--- config.mk ---
export PLATFORM = sky130hd
export DESIGN_NAME = tvi_unit
export DESIGN_NICKNAME = d
export VERILOG_FILES = /design/src/tvi_unit.v
export VERILOG_INCLUDE_DIRS = /design/src
export SDC_FILE = /design/constraint.sdc
export NUM_CORES = 1
export LEC_CHECK = 0
export BUFFER_PORTS_ARGS = -buffer_cell sky130_fd_sc_hd__clkbuf_2
export CAP_MARGIN = 40
export CORE_AREA = 5 5 128 130
export CTS_BUF_LIST = sky130_fd_sc_hd__clkbuf_16
export CTS_CLUSTER_DIAMETER = 40
export DETAILED_ROUTE_END_ITERATION = 8
export DIE_AREA = 0 0 133 135
export GPL_TIMING_DRIVEN = 0
export PLACE_DENSITY_LB_ADDON = 0.15
export RECOVER_POWER = 25
export SLEW_MARGIN = 5
export SYNTH_ARGS = -nofsm -noshare
export SYNTH_HDL_FRONTEND = slang
export SYNTH_SLANG_ARGS = --single-unit
--- constraint.sdc ---
create_clock -name clk -period 3.7 [get_ports clk]
set_clock_uncertainty 0.1 [all_clocks]
set_input_delay 0.185 -clock clk [delete_from_list [all_inputs] [get_ports clk]]
set_output_delay 0.185 -clock clk [all_outputs]
set_load 0.02 [all_outputs]
--- src/tvi_defines.vh ---
// Register indices, field positions, reset values and vector constants of the interrupt unit
`ifndef TVI_DEFINES_VH
`define TVI_DEFINES_VH

// Register indices; byte address on the bus is index times four
`define TVI_IDX_TIMER_CTL 8'h88
`define TVI_IDX_INT_EN 8'ha8
`define TVI_IDX_INT_PRI 8'hb8
`define TVI_IDX_EXT_EN1 8'he6
`define TVI_IDX_EXT_EN2 8'he7
`define TVI_IDX_EXT_PRI1 8'hf6
`define TVI_IDX_EXT_PRI2 8'hf7
`define TVI_IDX_SECOND_OP 8'hf0
`define TVI_IDX_PEND_A 8'hc0
`define TVI_IDX_PEND_B 8'hc1
`define TVI_IDX_PEND_C 8'hc2
`define TVI_IDX_STATUS 8'hc3

// Timer control register fields
`define TVI_TC_EXT0_TRIG 0
`define TVI_TC_EXT0_PEND 1
`define TVI_TC_EXT1_TRIG 2
`define TVI_TC_EXT1_PEND 3
`define TVI_TC_TMR0_RUN 4
`define TVI_TC_TMR0_OVF 5
`define TVI_TC_TMR1_RUN 6
`define TVI_TC_TMR1_OVF 7

// Enable register global bit
`define TVI_GLOBAL_EN_BIT 7

// Reset value, priority read-back ones and extended enable 1 read mask
`define TVI_RST_BYTE 8'h00
`define TVI_PRI_RD_ONES 8'hc0
`define TVI_EXT_EN1_RD_MASK 8'h7f

// Source ranks (lower rank wins)
`define TVI_NUM_RANK 21
`define TVI_RANK_EXT0 0
`define TVI_RANK_TMR0 1
`define TVI_RANK_EXT1 2
`define TVI_RANK_TMR1 3
`define TVI_RANK_UNUSED 13
`define TVI_RANK_CAN 19

// Vectors: reset, first source, eight-byte spacing as a shift
`define TVI_RESET_VECTOR 16'h0000
`define TVI_VECTOR_BASE 16'h0003
`define TVI_VECTOR_SHIFT 3

`endif

--- src/tvi_unit.v ---
// Two-level vectored interrupt unit with Wishbone register access
// Overview of operation
// - Twenty sources, each low or high level.
// - Pending flag sets regardless of any enable.
// - Enabled pending flag raises vectored call request.
// - Disabled pending flag produces no request.
// - Global enable bit gates every source enable.
// - Per-source enable and priority bits in registers.
// - Return resumes the interrupted instruction stream.
// - Hardware clears only edge-ext, timer, CAN flags.
// - Flag still set after return re-requests later.
// - Software writing one acts as real event.
// - Global clear race may admit request; reads zero.
// - Clear then multi-cycle instruction blocks request.
// - External pins active low; trigger select chooses.
// - External pending flags at timer control bits.
// - Edge mode latches falling edge, cleared vectoring.
// - Level mode flag follows the pin directly.
// - Reset 0x0000, sources from 0x0003, eight apart.
// - Fixed ranks 0 to 20, reset above.
// - Eight-bit second operand register, resets zero.
// - High preempts low; equal level by rank.
// - Decode every clock; detect takes one clock.
//
// Chosen here: register access over Wishbone.
`timescale 1ns/100ps
`include "tvi_defines.vh"

module tvi_unit
(
	input wire clk, // System clock, 125 MHz
	input wire rst_b, // Asynchronous reset, active low
	input wire wb_cyc_i, // Wishbone cycle
	input wire wb_stb_i, // Wishbone strobe
	input wire wb_we_i, // Wishbone write enable
	input wire [9:0] wb_adr_i, // Wishbone byte address
	input wire [3:0] wb_sel_i, // Wishbone byte selects
	input wire [31:0] wb_dat_i, // Wishbone write data
	output reg [31:0] wb_dat_o, // Wishbone read data
	output reg wb_ack_o, // Wishbone acknowledge
	input wire ext_irq0_pin, // External interrupt 0, active low
	input wire ext_irq1_pin, // External interrupt 1, active low
	input wire [20:0] src_event, // Peripheral event pulses by rank
	input wire cpu_instr_done, // Pulse: CPU finished an instruction
	input wire cpu_take, // Pulse: CPU starts the long call
	input wire cpu_return_from_interrupt, // Pulse: return from interrupt completed
	output reg int_req, // Request to the CPU sequencer
	output reg [4:0] int_src, // Rank of the requesting source
	output reg [15:0] int_vector // Call address of that source
);

	// Register storage
	reg [7:0] timer_control_reg;
	reg [7:0] int_enable_reg;
	reg [5:0] int_priority_reg;
	reg [6:0] extended_enable_reg_1;
	reg [6:0] extended_enable_reg_2;
	reg [6:0] extended_priority_reg_1;
	reg [6:0] extended_priority_reg_2;
	reg [7:0] second_operand_register;
	reg [20:0] pend;
	reg ext0_prev;
	reg ext1_prev;
	reg svc_hi;
	reg svc_lo;
	reg return_from_interrupt_hold;

	// Combinational next values
	reg [20:0] sw_we;
	reg [20:0] sw_val;
	reg [20:0] hw_clr;
	reg [20:0] evt;
	reg [20:0] next_pend;
	reg next_req;
	reg [4:0] next_src;
	reg [7:0] rd_byte;

	wire [7:0] reg_idx;
	wire [7:0] wd;
	wire wr;
	wire take;
	wire ext0_edge_mode;
	wire ext1_edge_mode;
	wire ext0_fall;
	wire ext1_fall;
	wire [20:0] en_vec;
	wire [20:0] pri_vec;
	wire [20:0] elig;
	wire [20:0] hi_cand;
	wire [20:0] lo_cand;

	// Lowest set rank of a candidate vector; rank order decides among equals
	// Scans from the top so the lowest rank is written last and wins
	function [4:0] first_rank;
		input [20:0] v;
		integer i;
		begin
			first_rank = 5'h00;
			for (i = `TVI_NUM_RANK - 1; i >= 0; i = i - 1)
				if (v[i])
					first_rank = i[4:0];
		end
	endfunction

	assign reg_idx = wb_adr_i[9:2];
	assign wd = wb_dat_i[7:0];
	// Write lands on the edge where the master sees ack
	assign wr = wb_cyc_i & wb_stb_i & wb_we_i & wb_ack_o & wb_sel_i[0];
	assign take = cpu_take & int_req;

	// External pins are active low; trigger select 1 means edge
	assign ext0_edge_mode = timer_control_reg[`TVI_TC_EXT0_TRIG];
	assign ext1_edge_mode = timer_control_reg[`TVI_TC_EXT1_TRIG];
	assign ext0_fall = ext0_prev & ~ext_irq0_pin;
	assign ext1_fall = ext1_prev & ~ext_irq1_pin;

	// Per-source enables and levels, rank 13 has no source
	assign en_vec = int_enable_reg[`TVI_GLOBAL_EN_BIT] ?
		{extended_enable_reg_2, 1'b0, extended_enable_reg_1, int_enable_reg[5:0]} :
		21'h000000;
	assign pri_vec = {extended_priority_reg_2, 1'b0, extended_priority_reg_1,
		int_priority_reg};
	assign elig = pend & en_vec;
	assign hi_cand = elig & pri_vec;
	assign lo_cand = elig & ~pri_vec;

	// Software writes to pending flags, per source
	always @*
	begin
		sw_we = 21'h000000;
		sw_val = 21'h000000;
		if (wr && reg_idx == `TVI_IDX_TIMER_CTL)
		begin
			sw_we[`TVI_RANK_EXT0] = 1'b1;
			sw_we[`TVI_RANK_TMR0] = 1'b1;
			sw_we[`TVI_RANK_EXT1] = 1'b1;
			sw_we[`TVI_RANK_TMR1] = 1'b1;
			sw_val[`TVI_RANK_EXT0] = wd[`TVI_TC_EXT0_PEND];
			sw_val[`TVI_RANK_TMR0] = wd[`TVI_TC_TMR0_OVF];
			sw_val[`TVI_RANK_EXT1] = wd[`TVI_TC_EXT1_PEND];
			sw_val[`TVI_RANK_TMR1] = wd[`TVI_TC_TMR1_OVF];
		end
		else if (wr && reg_idx == `TVI_IDX_PEND_A)
		begin
			sw_we[11:4] = 8'hff;
			sw_val[11:4] = wd;
		end
		else if (wr && reg_idx == `TVI_IDX_PEND_B)
		begin
			sw_we[19:12] = 8'hff;
			sw_val[19:12] = wd;
		end
		else if (wr && reg_idx == `TVI_IDX_PEND_C)
		begin
			sw_we[20] = 1'b1;
			sw_val[20] = wd[0];
		end
	end

	// Hardware clear on vectoring, only for the self-clearing sources
	// Level-mode external flags follow the pin, so a clear there would be undone
	always @*
	begin
		hw_clr = 21'h000000;
		if (take)
		begin
			if (int_src == `TVI_RANK_EXT0 && ext0_edge_mode)
				hw_clr[`TVI_RANK_EXT0] = 1'b1;
			if (int_src == `TVI_RANK_EXT1 && ext1_edge_mode)
				hw_clr[`TVI_RANK_EXT1] = 1'b1;
			if (int_src == `TVI_RANK_TMR0)
				hw_clr[`TVI_RANK_TMR0] = 1'b1;
			if (int_src == `TVI_RANK_TMR1)
				hw_clr[`TVI_RANK_TMR1] = 1'b1;
			if (int_src == `TVI_RANK_CAN)
				hw_clr[`TVI_RANK_CAN] = 1'b1;
		end
	end

	// Pending flag update; a same-cycle event beats any clear
	always @*
	begin
		evt = src_event;
		evt[`TVI_RANK_EXT0] = ext0_edge_mode & ext0_fall;
		evt[`TVI_RANK_EXT1] = ext1_edge_mode & ext1_fall;
		evt[`TVI_RANK_UNUSED] = 1'b0;
		next_pend = (((sw_we & sw_val) | (~sw_we & pend)) & ~hw_clr) | evt;
		if (!ext0_edge_mode)
			next_pend[`TVI_RANK_EXT0] = ~ext_irq0_pin;
		if (!ext1_edge_mode)
			next_pend[`TVI_RANK_EXT1] = ~ext_irq1_pin;
		next_pend[`TVI_RANK_UNUSED] = 1'b0;
	end

	// Arbitration each clock: high level first, then low, rank breaks ties
	// A high routine in service blocks everything, a low one blocks only low
	always @*
	begin
		next_req = 1'b0;
		next_src = 5'h00;
		if (|hi_cand && !svc_hi)
		begin
			next_req = 1'b1;
			next_src = first_rank(hi_cand);
		end
		else if (|lo_cand && !svc_hi && !svc_lo)
		begin
			next_req = 1'b1;
			next_src = first_rank(lo_cand);
		end
		// After a return, one instruction runs before a new call
		if (return_from_interrupt_hold || cpu_return_from_interrupt)
			next_req = 1'b0;
		// The flag just vectored is not offered twice
		if (take)
			next_req = 1'b0;
	end

	// Pending flags and pin history
	// Pin history resets to the idle high level, so reset makes no false edge
	always @(posedge clk or negedge rst_b)
	begin
		if (!rst_b)
		begin
			pend <= 21'h000000;
			ext0_prev <= 1'b1;
			ext1_prev <= 1'b1;
		end
		else
		begin
			pend <= next_pend;
			ext0_prev <= ext_irq0_pin;
			ext1_prev <= ext_irq1_pin;
		end
	end

	// Request register: one clock of detect before the CPU can call
	// A request registered while the global enable was still set can be
	// taken at a boundary in the next clock; later boundaries see it gone
	always @(posedge clk or negedge rst_b)
	begin
		if (!rst_b)
		begin
			int_req <= 1'b0;
			int_src <= 5'h00;
			int_vector <= `TVI_RESET_VECTOR;
		end
		else
		begin
			int_req <= next_req;
			int_src <= next_src;
			int_vector <= {8'h00, next_src, 3'b000} + `TVI_VECTOR_BASE;
		end
	end

	// In-service levels and post-return hold
	// A return closes the innermost routine: high first, since only high preempts
	// A return with nothing in service leaves both levels clear
	always @(posedge clk or negedge rst_b)
	begin
		if (!rst_b)
		begin
			svc_hi <= 1'b0;
			svc_lo <= 1'b0;
			return_from_interrupt_hold <= 1'b0;
		end
		else
		begin
			if (take && pri_vec[int_src])
				svc_hi <= 1'b1;
			else if (cpu_return_from_interrupt && svc_hi)
				svc_hi <= 1'b0;
			if (take && !pri_vec[int_src])
				svc_lo <= 1'b1;
			else if (cpu_return_from_interrupt && !svc_hi)
				svc_lo <= 1'b0;
			if (cpu_return_from_interrupt)
				return_from_interrupt_hold <= 1'b1;
			else if (cpu_instr_done)
				return_from_interrupt_hold <= 1'b0;
		end
	end

	// Software registers; pending bits live in pend above
	always @(posedge clk or negedge rst_b)
	begin
		if (!rst_b)
		begin
			timer_control_reg <= `TVI_RST_BYTE;
			int_enable_reg <= `TVI_RST_BYTE;
			int_priority_reg <= 6'h00;
			extended_enable_reg_1 <= 7'h00;
			extended_enable_reg_2 <= 7'h00;
			extended_priority_reg_1 <= 7'h00;
			extended_priority_reg_2 <= 7'h00;
			second_operand_register <= `TVI_RST_BYTE;
		end
		else if (wr)
		begin
			if (reg_idx == `TVI_IDX_TIMER_CTL)
				timer_control_reg <= wd;
			else if (reg_idx == `TVI_IDX_INT_EN)
				int_enable_reg <= wd;
			else if (reg_idx == `TVI_IDX_INT_PRI)
				int_priority_reg <= wd[5:0];
			else if (reg_idx == `TVI_IDX_EXT_EN1)
				extended_enable_reg_1 <= wd[6:0];
			else if (reg_idx == `TVI_IDX_EXT_EN2)
				extended_enable_reg_2 <= wd[6:0];
			else if (reg_idx == `TVI_IDX_EXT_PRI1)
				extended_priority_reg_1 <= wd[6:0];
			else if (reg_idx == `TVI_IDX_EXT_PRI2)
				extended_priority_reg_2 <= wd[6:0];
			else if (reg_idx == `TVI_IDX_SECOND_OP)
				second_operand_register <= wd;
		end
	end

	// Read decode; unmapped indices read zero
	always @*
	begin
		rd_byte = 8'h00;
		if (reg_idx == `TVI_IDX_TIMER_CTL)
			rd_byte = {pend[`TVI_RANK_TMR1], timer_control_reg[`TVI_TC_TMR1_RUN],
				pend[`TVI_RANK_TMR0], timer_control_reg[`TVI_TC_TMR0_RUN],
				pend[`TVI_RANK_EXT1], timer_control_reg[`TVI_TC_EXT1_TRIG],
				pend[`TVI_RANK_EXT0], timer_control_reg[`TVI_TC_EXT0_TRIG]};
		else if (reg_idx == `TVI_IDX_INT_EN)
			rd_byte = int_enable_reg;
		else if (reg_idx == `TVI_IDX_INT_PRI)
			rd_byte = `TVI_PRI_RD_ONES | {2'b00, int_priority_reg};
		else if (reg_idx == `TVI_IDX_EXT_EN1)
			rd_byte = `TVI_EXT_EN1_RD_MASK & {1'b0, extended_enable_reg_1};
		else if (reg_idx == `TVI_IDX_EXT_EN2)
			rd_byte = {1'b0, extended_enable_reg_2};
		else if (reg_idx == `TVI_IDX_EXT_PRI1)
			rd_byte = {1'b0, extended_priority_reg_1};
		else if (reg_idx == `TVI_IDX_EXT_PRI2)
			rd_byte = {1'b0, extended_priority_reg_2};
		else if (reg_idx == `TVI_IDX_SECOND_OP)
			rd_byte = second_operand_register;
		else if (reg_idx == `TVI_IDX_PEND_A)
			rd_byte = pend[11:4];
		else if (reg_idx == `TVI_IDX_PEND_B)
			rd_byte = pend[19:12];
		else if (reg_idx == `TVI_IDX_PEND_C)
			rd_byte = {7'h00, pend[20]};
		else if (reg_idx == `TVI_IDX_STATUS)
			rd_byte = {svc_hi, svc_lo, int_req, int_src};
	end

	// Bus slave: ack one clock after the request, dropped the clock after
	// Ack gates its own next value, so a held strobe is never answered on two clocks in a row
	// Read data is captured at the request edge, so it stands with ack
	always @(posedge clk or negedge rst_b)
	begin
		if (!rst_b)
		begin
			wb_ack_o <= 1'b0;
			wb_dat_o <= 32'h00000000;
		end
		else
		begin
			wb_ack_o <= wb_cyc_i & wb_stb_i & ~wb_ack_o;
			if (wb_cyc_i && wb_stb_i && !wb_ack_o)
				wb_dat_o <= {24'h000000, rd_byte};
		end
	end

endmodule // tvi_unit

==> results of run 1 <==
## metrics by stage
step | power, mW | cell area, um2 | worst slack, ps
CTS | 2.43 | 7160 | 1020
finish | 2.41 | 7150 | 991
floorplan | 1.21 | 5990 | 1480
global placement | 1.30 | 6530 | 1020
global route | 2.49 | 7150 | 821
detailed placement | 1.31 | 6570 | 1120
## logic make-up (layout without fill, tap and decap cells)
group | Yosys count | in the layout | synth area share (%)
compound gates | 124 | 124 | 15.4
buf+inv | 75 | 178 | 7.93
flops | 95 | 95 | 40.5
mux | 70 | 70 | 14.6
other cells | 2 | 34 | 0.128
simple gates | 198 | 198 | 21.4
## layout by cell type (no fill, tap or decap), types with 6 or more instances in the layout
master,instances
dfrtp_1,93
clkbuf_2,53
mux2_2,48
buf_4,43
nand2_1,39
conb_1,34
o21ai_0,26
nand4_1,25
nor2_1,24
dlygate4sd3_1,24
nor2b_1,17
a22oi_1,17
clkbuf_1,15
inv_1,14
a211o_1,13
nand3_1,12
and4b_1,11
mux2i_1,10
clkbuf_16,9
nand2b_1,8
nor3_1,7
a21oi_1,7
o211ai_1,7
a22o_1,7
mux2_4,7
buf_2,6
nand4b_1,6
o21bai_1,6
a31oi_1,6
nor2_2,6
## final timing paths
path	endpoint	slack, ps	cells after the start
min	int_req$_DFF_PN0_	10	4
max in group asynchronous	pend[7]$_DFF_PN0_	2480	3
min in group asynchronous	second_operand_register[2]$_DFFE_PN0P_	340	2
min reg2reg	second_operand_register[3]$_DFFE_PN0P_	410	1
max reg2reg	int_src[1]$_DFF_PN0_	990	8
max	int_src[1]$_DFF_PN0_	990	8
## metal layers
layer	vias up	GRT usage (%)	share of wire (%)
met5	-	0	0
met4	0	9.01	3.2
met3	32	4.25	6.2
met2	189	38.2	48
met1	2608	30.2	43
li1	2345	-	-
## final cells by class
| cell class | instances | area [um2] |
|---|---|---|
| Fill cell | 1448 | 7880 |
| Inverter | 14 | 52.6 |
| Tap cell | 188 | 235 |
| Buffer | 61 | 413 |
| Multi-Input combinational cell | 426 | 3150 |
| Sequential cell | 95 | 2380 |
| Clock buffer | 9 | 225 |
| Timing Repair Buffer | 87 | 578 |
| Clock inverter | 7 | 119 |
## critical path, delay by kind of cell, from the launching register on
kind	cells	cell delay (ps)
buf+inv	2	730
flops	1	370
compound gates	4	1000
simple gates	2	370
## report_power, final
group	internal, mW	leakage [nW]	switching [mW]	total [mW]
sequential	1.06	1.20	0.0106	1.07
clock	0.664	0.164	0.431	1.09
combinational	0.0925	1.93	0.152	0.245
==> metrics.yaml, run 1 <==
place:
  place_hpwl_um: 15700
  dp_cells: 847
  routabilityCongestion: 1.03
  portBuffers: 61
worst_setup_path:
  r2r_start: "int_enable_reg[7]$_DFFE_PN0P_"
  critPathMaxFanout: 10
  cp.required_ps: 3830
  cp-end-kind: "flip-flop"
  worstPathArrival_ps: 2840
  max_stage_delay_ps: 510
  crit_path_cell_trace: "buf_2, clkbuf_1, nand4b_1, a211oi_1, o221ai_1, o311ai_0, nand3_1, o41ai_1"
  startpoint: "int_enable_reg[7]$_DFFE_PN0P_"
  criticalPathCategory: "reg2reg"
  crit_slowest_cell: "clkbuf_1"
  start_kind: "flip-flop"
route:
  drc: 0
  avgViaCountPerCell: 5.83
  vias: 5174
  routedWlPerCell_um: 23.3
  drt_iter0_markers: 514
  drt_wl_total_um: 20700
  drtPass1Iterations: 5
  ant_nets: 0
clock_network:
  cts_tree: "done"
  root_buffer: "clkbuf_16"
  cts_resized: 0
  path_clk_slew_ps: 70
  ctsHoldBuffers: 24
  cts_buffers: 9
  clk_latency_ps: 360
  cts.path.max_buffers: 2
  post-cts-setup-buffers: 0
  clock-sinks: 95
  h-tree-depth: 3
yosys:
  synth-seq-area-share_pct: 40.5
  synthArstFlopShare_pct: 100
  yosys.area.top_type: "dfrtp_1"
  synth.most_common_cell: "dfrtp_1"
  synthCells: 564
  ys_types: 74
  yosys_warnings: 0
  synth-seq-cells: 95
  synthTopCellsByCount: "dfrtp_1 (93), mux2_2 (48), buf_4 (43)"
  synth_edf_count: 0
  ys_top_cells_by_area: "dfrtp_1 (40%), mux2_2 (9.2%), buf_4 (5.5%)"
  netlist.area_leader.share_pct: 39.6
  syn-cell-area_um2: 5870
  avgSynthCellArea_um2: 10.4
  synth_flop_cell: "dfrtp_1"
grt:
  grt_pass1_vias: 5115
  grt_max_degree: 51
  grt_pass1_wl_um: 31400
  grt_overflow_total: 0
  grt_antenna_before_repair: 0
  grt_use_total_pct: 23.1
finish:
  syn_to_final_growth_pct: 21.8
  diodes: 0
  largest_reg_flops: 20
  final_util_pct: 47.6
  nets: 771
  finalNonFillerCells: 887
  drive_above_1_share_pct: 29.8
  top_register: "pend"
die:
  num_rows: 45
  core_um2: 15000
  pin_count: 132
  fp.dieArea_um2: 18000
  die_h_um: 135
  die_x_um: 133
  start_util_pct: 39.1
timing:
  worst_pin_slew_ps: 846
  setup_viol: 0
  finalSetupTns_ps: 0
  slew_violations: 0
  hold_viol: 0
  fmax_ghz: 0.369
  final.period_utilization_pct: 73.2
  timing.hold.ws_ps: 13.4
  finalCriticalPeriod_ps: 2710
  max_slew_margin_pct: 43.1
  rsz0062_at_grt: "false"
power:
  pwr_density_cell_nw_per_um2: 336
  p_leak_nw: 3.30
  peakVddDrop_v: 0.000282
hold_path:
  min_from: "cpu_return_from_interrupt"
  holdCritPathClass: "in2reg"
job:
  cap_violations: 0
status:
  status: "finished clean"
No activity file was read; power rests on OpenSTA's default activity.
==> run 2, diff against run 1 <==
Clock period 3.7 ns to 2.8 ns, I/O delays scaled along.
==> metrics.yaml, run 2 (same netlist as run 1, synthesis figures left out) <==
status:
  status: "finished clean"
grt:
  use_met3_pct: 4.25
  grt_pass1_wl_um: 31500
  grt_antenna_before_repair: 0
  busiest_layer: "met2"
  grt_use_total_pct: 23.2
  grt_overflow_total: 0
  grt_max_degree: 51
  met1_usage_pct: 30.2
  grt_pass1_vias: 5130
  met2_usage_pct: 38.3
clock_network:
  post-cts-setup-buffers: 0
  root_buffer: "clkbuf_16"
  clock-sinks: 95
  cts_tree: "done"
  cts_buffers: 9
  cts.path.max_buffers: 2
  clk_latency_ps: 360
  path_clk_slew_ps: 70
  h-tree-depth: 3
timing:
  finalCriticalPeriod_ps: 2520
  hold_viol: 0
  slew_violations: 0
  rsz0062_at_grt: "false"
  worst_pin_slew_ps: 1210
  max_slew_margin_pct: 19.0
  fin_ws_ps: 284
  final.period_utilization_pct: 89.9
  setup_viol: 0
  fmax_ghz: 0.397
  finalSetupTns_ps: 0
route:
  drc: 0
  drt_wl_total_um: 20700
  avgViaCountPerCell: 5.82
  vias: 5173
  routedWlPerCell_um: 23.3
  ant_nets: 0
  drt_iter0_markers: 504
  drtPass1Iterations: 6
finish:
  finalNonFillerCells: 889
  design_area_um2: 7170
  drive_above_1_share_pct: 29.8
  largest_reg_flops: 20
  top_register: "pend"
  final_cell_mix: "dfrtp_1 (93), clkbuf_2 (55), mux2_2 (48)"
  nets: 773
  diodes: 0
  layout_commonest_cell: "dfrtp_1"
  syn_to_final_growth_pct: 22.1
place:
  dp_cells: 847
  routabilityCongestion: 1.03
  dp_slack_ps: 221
  placed_area_um2: 6570
  place_hpwl_um: 15700
  portBuffers: 61
power:
  p_switching_mw: 0.789
  clock_power_share_pct: 45.5
  power.internal_mw: 2.40
  peakVddDrop_v: 0.000374
  pwr_density_cell_nw_per_um2: 444
  p_leak_nw: 3.31
  pwr-share-seq_pct: 44.2
  switching_share_pct: 24.8
  power_frac_comb_pct: 10.2
worst_setup_path:
  cp_common_cell: "o21ai_0"
  cp.required_ps: 2930
  critPathMaxFanout: 10
  start_kind: "flip-flop"
  cp_top_family: "simple AND/OR/NAND/NOR gates"
  worstPathArrival_ps: 2640
  max_stage_delay_ps: 630
  crit_slowest_cell: "nor4bb_1"
  crit_path_cell_trace: "buf_4, buf_6, nand4b_1, o21ai_0, nor4bb_1, nand3_1, o21ai_0, o41ai_1"
  criticalPathCategory: "reg2reg"
  cp_num_buf_inv: 2
  cp-end-kind: "flip-flop"
job:
  cap_violations: 0
die:
  fp.dieArea_um2: 18000
  num_rows: 45
  pin_count: 132
  die_h_um: 135
  start_util_pct: 39.1
  die_x_um: 133
  core_um2: 15000
hold_path:
  holdCritPathClass: "in2reg"
run 2: through the flow:
step / hold WS (ps) / utilization [%] / total power, mW
after CTS: 108 / 47.7 / 3.21
after global routing: 110 / 47.7 / 3.29
after global placement: 141 / 43.5 / 1.72
after detailed placement: 141 / 43.7 / 1.74
final: 116 / 47.7 / 3.18
after floorplan: -256 / - / 1.60
run 2: final cells by class:
cell class	count	area (um2)
Buffer	61	414
Sequential cell	95	2380
Clock buffer	9	225
Tap cell	188	235
Inverter	14	52.6
Multi-Input combinational cell	426	3150
Fill cell	1451	7870
Clock inverter	7	119
Timing Repair Buffer	89	596
run 2: per-layer routing:
layer / up-vias / wire length, um
met1: 2592 / 8850
met5: - / 0
met2: 196 / 9960
li1: 2352 / -
met3: 33 / 1300
met4: 0 / 616
run 2: worst min-delay path, stage by stage:
cell and delay, ps:
buf_2 200, nand2_1 90, o211ai_1 80
run 2: power groups by stage:
stage,clock (mW),sequential (mW),combinational [mW]
after global routing,1.52,1.41,0.355
after floorplan,0,1.45,0.149
after global placement,0,1.43,0.289
after CTS,1.47,1.41,0.328
final,1.45,1.41,0.325
after detailed placement,0,1.44,0.300
run 2: timing repair:
| action | in CTS | in global routing |
|---|---|---|
| resized for setup | 0 | 2 |
| hold buffers | 26 | 0 |
| endpoints found under the setup margin | 0 | 1 |
| hold endpoints to repair | 68 | 0 |
run 2: worst paths after layout:
| path | depth (start not counted) | end | slack [ps] | start |
|---|---|---|---|---|
| setup / recovery | 8 | int_src[1]$_DFF_PN0_ | 280 | int_enable_reg[7]$_DFFE_PN0P_ |
| hold / removal | 3 | pend[16]$_DFF_PN0_ | 120 | wb_dat_i[4] |
| setup reg to reg | 8 | int_src[1]$_DFF_PN0_ | 280 | int_enable_reg[7]$_DFFE_PN0P_ |
| hold reg to reg | 1 | second_operand_register[2]$_DFFE_PN0P_ | 410 | second_operand_register[2]$_DFFE_PN0P_ |
| max in group asynchronous | 3 | pend[7]$_DFF_PN0_ | 1290 | rst_b |
| min in group asynchronous | 2 | wb_ack_o$_DFF_PN0_ | 480 | rst_b |
==> run 3, diff against run 2 <==
Settings changed: CORE_AREA 5 5 128 130 to 5 5 122 136, DIE_AREA 0 0 133 135 to 0 0 127 141.
==> metrics.yaml, run 3 (same netlist as run 1, synthesis figures left out) <==
route:
  drt_iter0_markers: 462
  vias: 5165
  drt_wl_total_um: 20300
  dr_wl_met2_um: 9790
  met3WireLength_um: 1150
  top_layer: "met4"
  routedWlPerCell_um: 22.6
  drc: 0
  wl_met1_um: 8470
  ant_nets: 0
  avgViaCountPerCell: 5.74
  drtPass1Iterations: 5
finish:
  layout_commonest_cell: "dfrtp_1"
  top_register: "pend"
  drive_above_1_share_pct: 29.1
  diodes: 0
  final_util_pct: 46.5
  nets: 773
  largest_reg_flops: 20
  final_cell_mix: "dfrtp_1 (93), clkbuf_2 (52), mux2_2 (48)"
  syn_to_final_growth_pct: 20.8
  num-fill-cells: 1521
place:
  portBuffers: 61
  place_hpwl_um: 15500
  dp_slack_ps: 186
  routabilityCongestion: 0.909
timing:
  fmax_ghz: 0.381
  slew_violations: 0
  setup_viol: 0
  timing.hold.ws_ps: 115
  max_slew_margin_pct: 20.2
  final.period_utilization_pct: 93.7
  finalCriticalPeriod_ps: 2620
  fin_ws_ps: 177
  finalSetupTns_ps: 0
  hold_viol: 0
  worst_pin_slew_ps: 1200
  rsz0062_at_grt: "false"
die:
  fp.dieArea_um2: 17900
  die_h_um: 141
  num_rows: 48
  core_um2: 15300
  die_x_um: 127
  start_util_pct: 38.5
  pin_count: 132
clock_network:
  cts_buffers: 9
  clk_latency_ps: 350
  cts_resized: 0
  h-tree-depth: 3
  cts_tree: "done"
  path_clk_slew_ps: 70
  root_buffer: "clkbuf_16"
  clock-sinks: 95
  cts.path.max_buffers: 2
power:
  finalPower_mw: 2.84
  peakVddDrop_v: 0.000245
  pwr_density_cell_nw_per_um2: 400
  p_leak_nw: 3.26
worst_setup_path:
  cp-end-kind: "flip-flop"
  critPathMaxFanout: 10
  start_kind: "flip-flop"
  worstPathArrival_ps: 2740
  cp.required_ps: 2920
  criticalPathCategory: "reg2reg"
grt:
  grt_max_degree: 53
  grt_pass1_wl_um: 31200
  grt_pass1_vias: 5241
  grt_overflow_total: 0
  grt_use_total_pct: 23.0
  grt_antenna_before_repair: 0
status:
  status: "finished clean"
hold_path:
  holdCritPathClass: "in2reg"
job:
  cap_violations: 0
## run 3: cell types whose count changed in the layout (fill, tap and decap cells not counted), sizes merged
cell / previous run / this run
bufinv: 3 / 0
clkinv: 1 / 2
clkinvlp: 1 / 2
## run 3: metal layers
| metal | global-route usage, % | up-vias |
|---|---|---|
| met1 | 29.5 | 2548 |
| met2 | 37.7 | 219 |
| met4 | 11.5 | 0 |
| li1 | - | 2349 |
| met3 | 3.33 | 49 |
| met5 | 0 | - |
## run 3: per-stage QoR
step	instances	area, um2
finish	900	7090
global placement	857	6550
CTS	900	7110
global route	900	7090
floorplan	596	5990
detailed placement	859	6590
## run 3: power by group
| group | leakage, nW | internal, mW | switching, mW |
|---|---|---|---|
| clock | 0.130 | 0.587 | 0.523 |
| combinational | 1.93 | 0.122 | 0.198 |
| sequential | 1.20 | 1.40 | 0.0140 |
## run 3: worst max-delay path, stage by stage (launching register included)
cell,delay [ps]
dfrtp_1,390
buf_2,200
and4b_1,250
nor2_1,220
nor4bb_1,690
nand3_1,140
o21ai_0,360
o41ai_1,130
## run 3: layout make-up
type                    count  area [um2]  share of cell area, %
clock inverters             6        32.5                  0.459
well taps                 200         250                   3.53
flip-flops and latches     95        2380                   33.6
plain buffers              61         413                   5.82
inverters                  14        52.6                  0.741
multi-input cells         426        3150                   44.4
clock buffers               9         225                   3.18
repair buffers             89         593                   8.36
## run 3: final timing paths
check | from | cells past startpoint | slack (ps) | endpoint
max | int_enable_reg[7]$_DFFE_PN0P_ | 7 | 180 | int_src[1]$_DFF_PN0_
min | wb_dat_i[7] | 2 | 110 | pend[11]$_DFF_PN0_
max reg2reg | int_enable_reg[7]$_DFFE_PN0P_ | 7 | 180 | int_src[1]$_DFF_PN0_
min reg2reg | int_enable_reg[6]$_DFFE_PN0P_ | 1 | 410 | int_enable_reg[6]$_DFFE_PN0P_
max in group asynchronous | rst_b | 3 | 1230 | ext0_prev$_DFF_PN1_
min in group asynchronous | rst_b | 2 | 480 | pend[20]$_DFF_PN0_
## run 3: repair_timing
| action | in CTS | in global routing |
|---|---|---|
| buffers inserted | 0 | 0 |
| hold endpoints to repair | 68 | 0 |
| hold buffers | 26 | 0 |
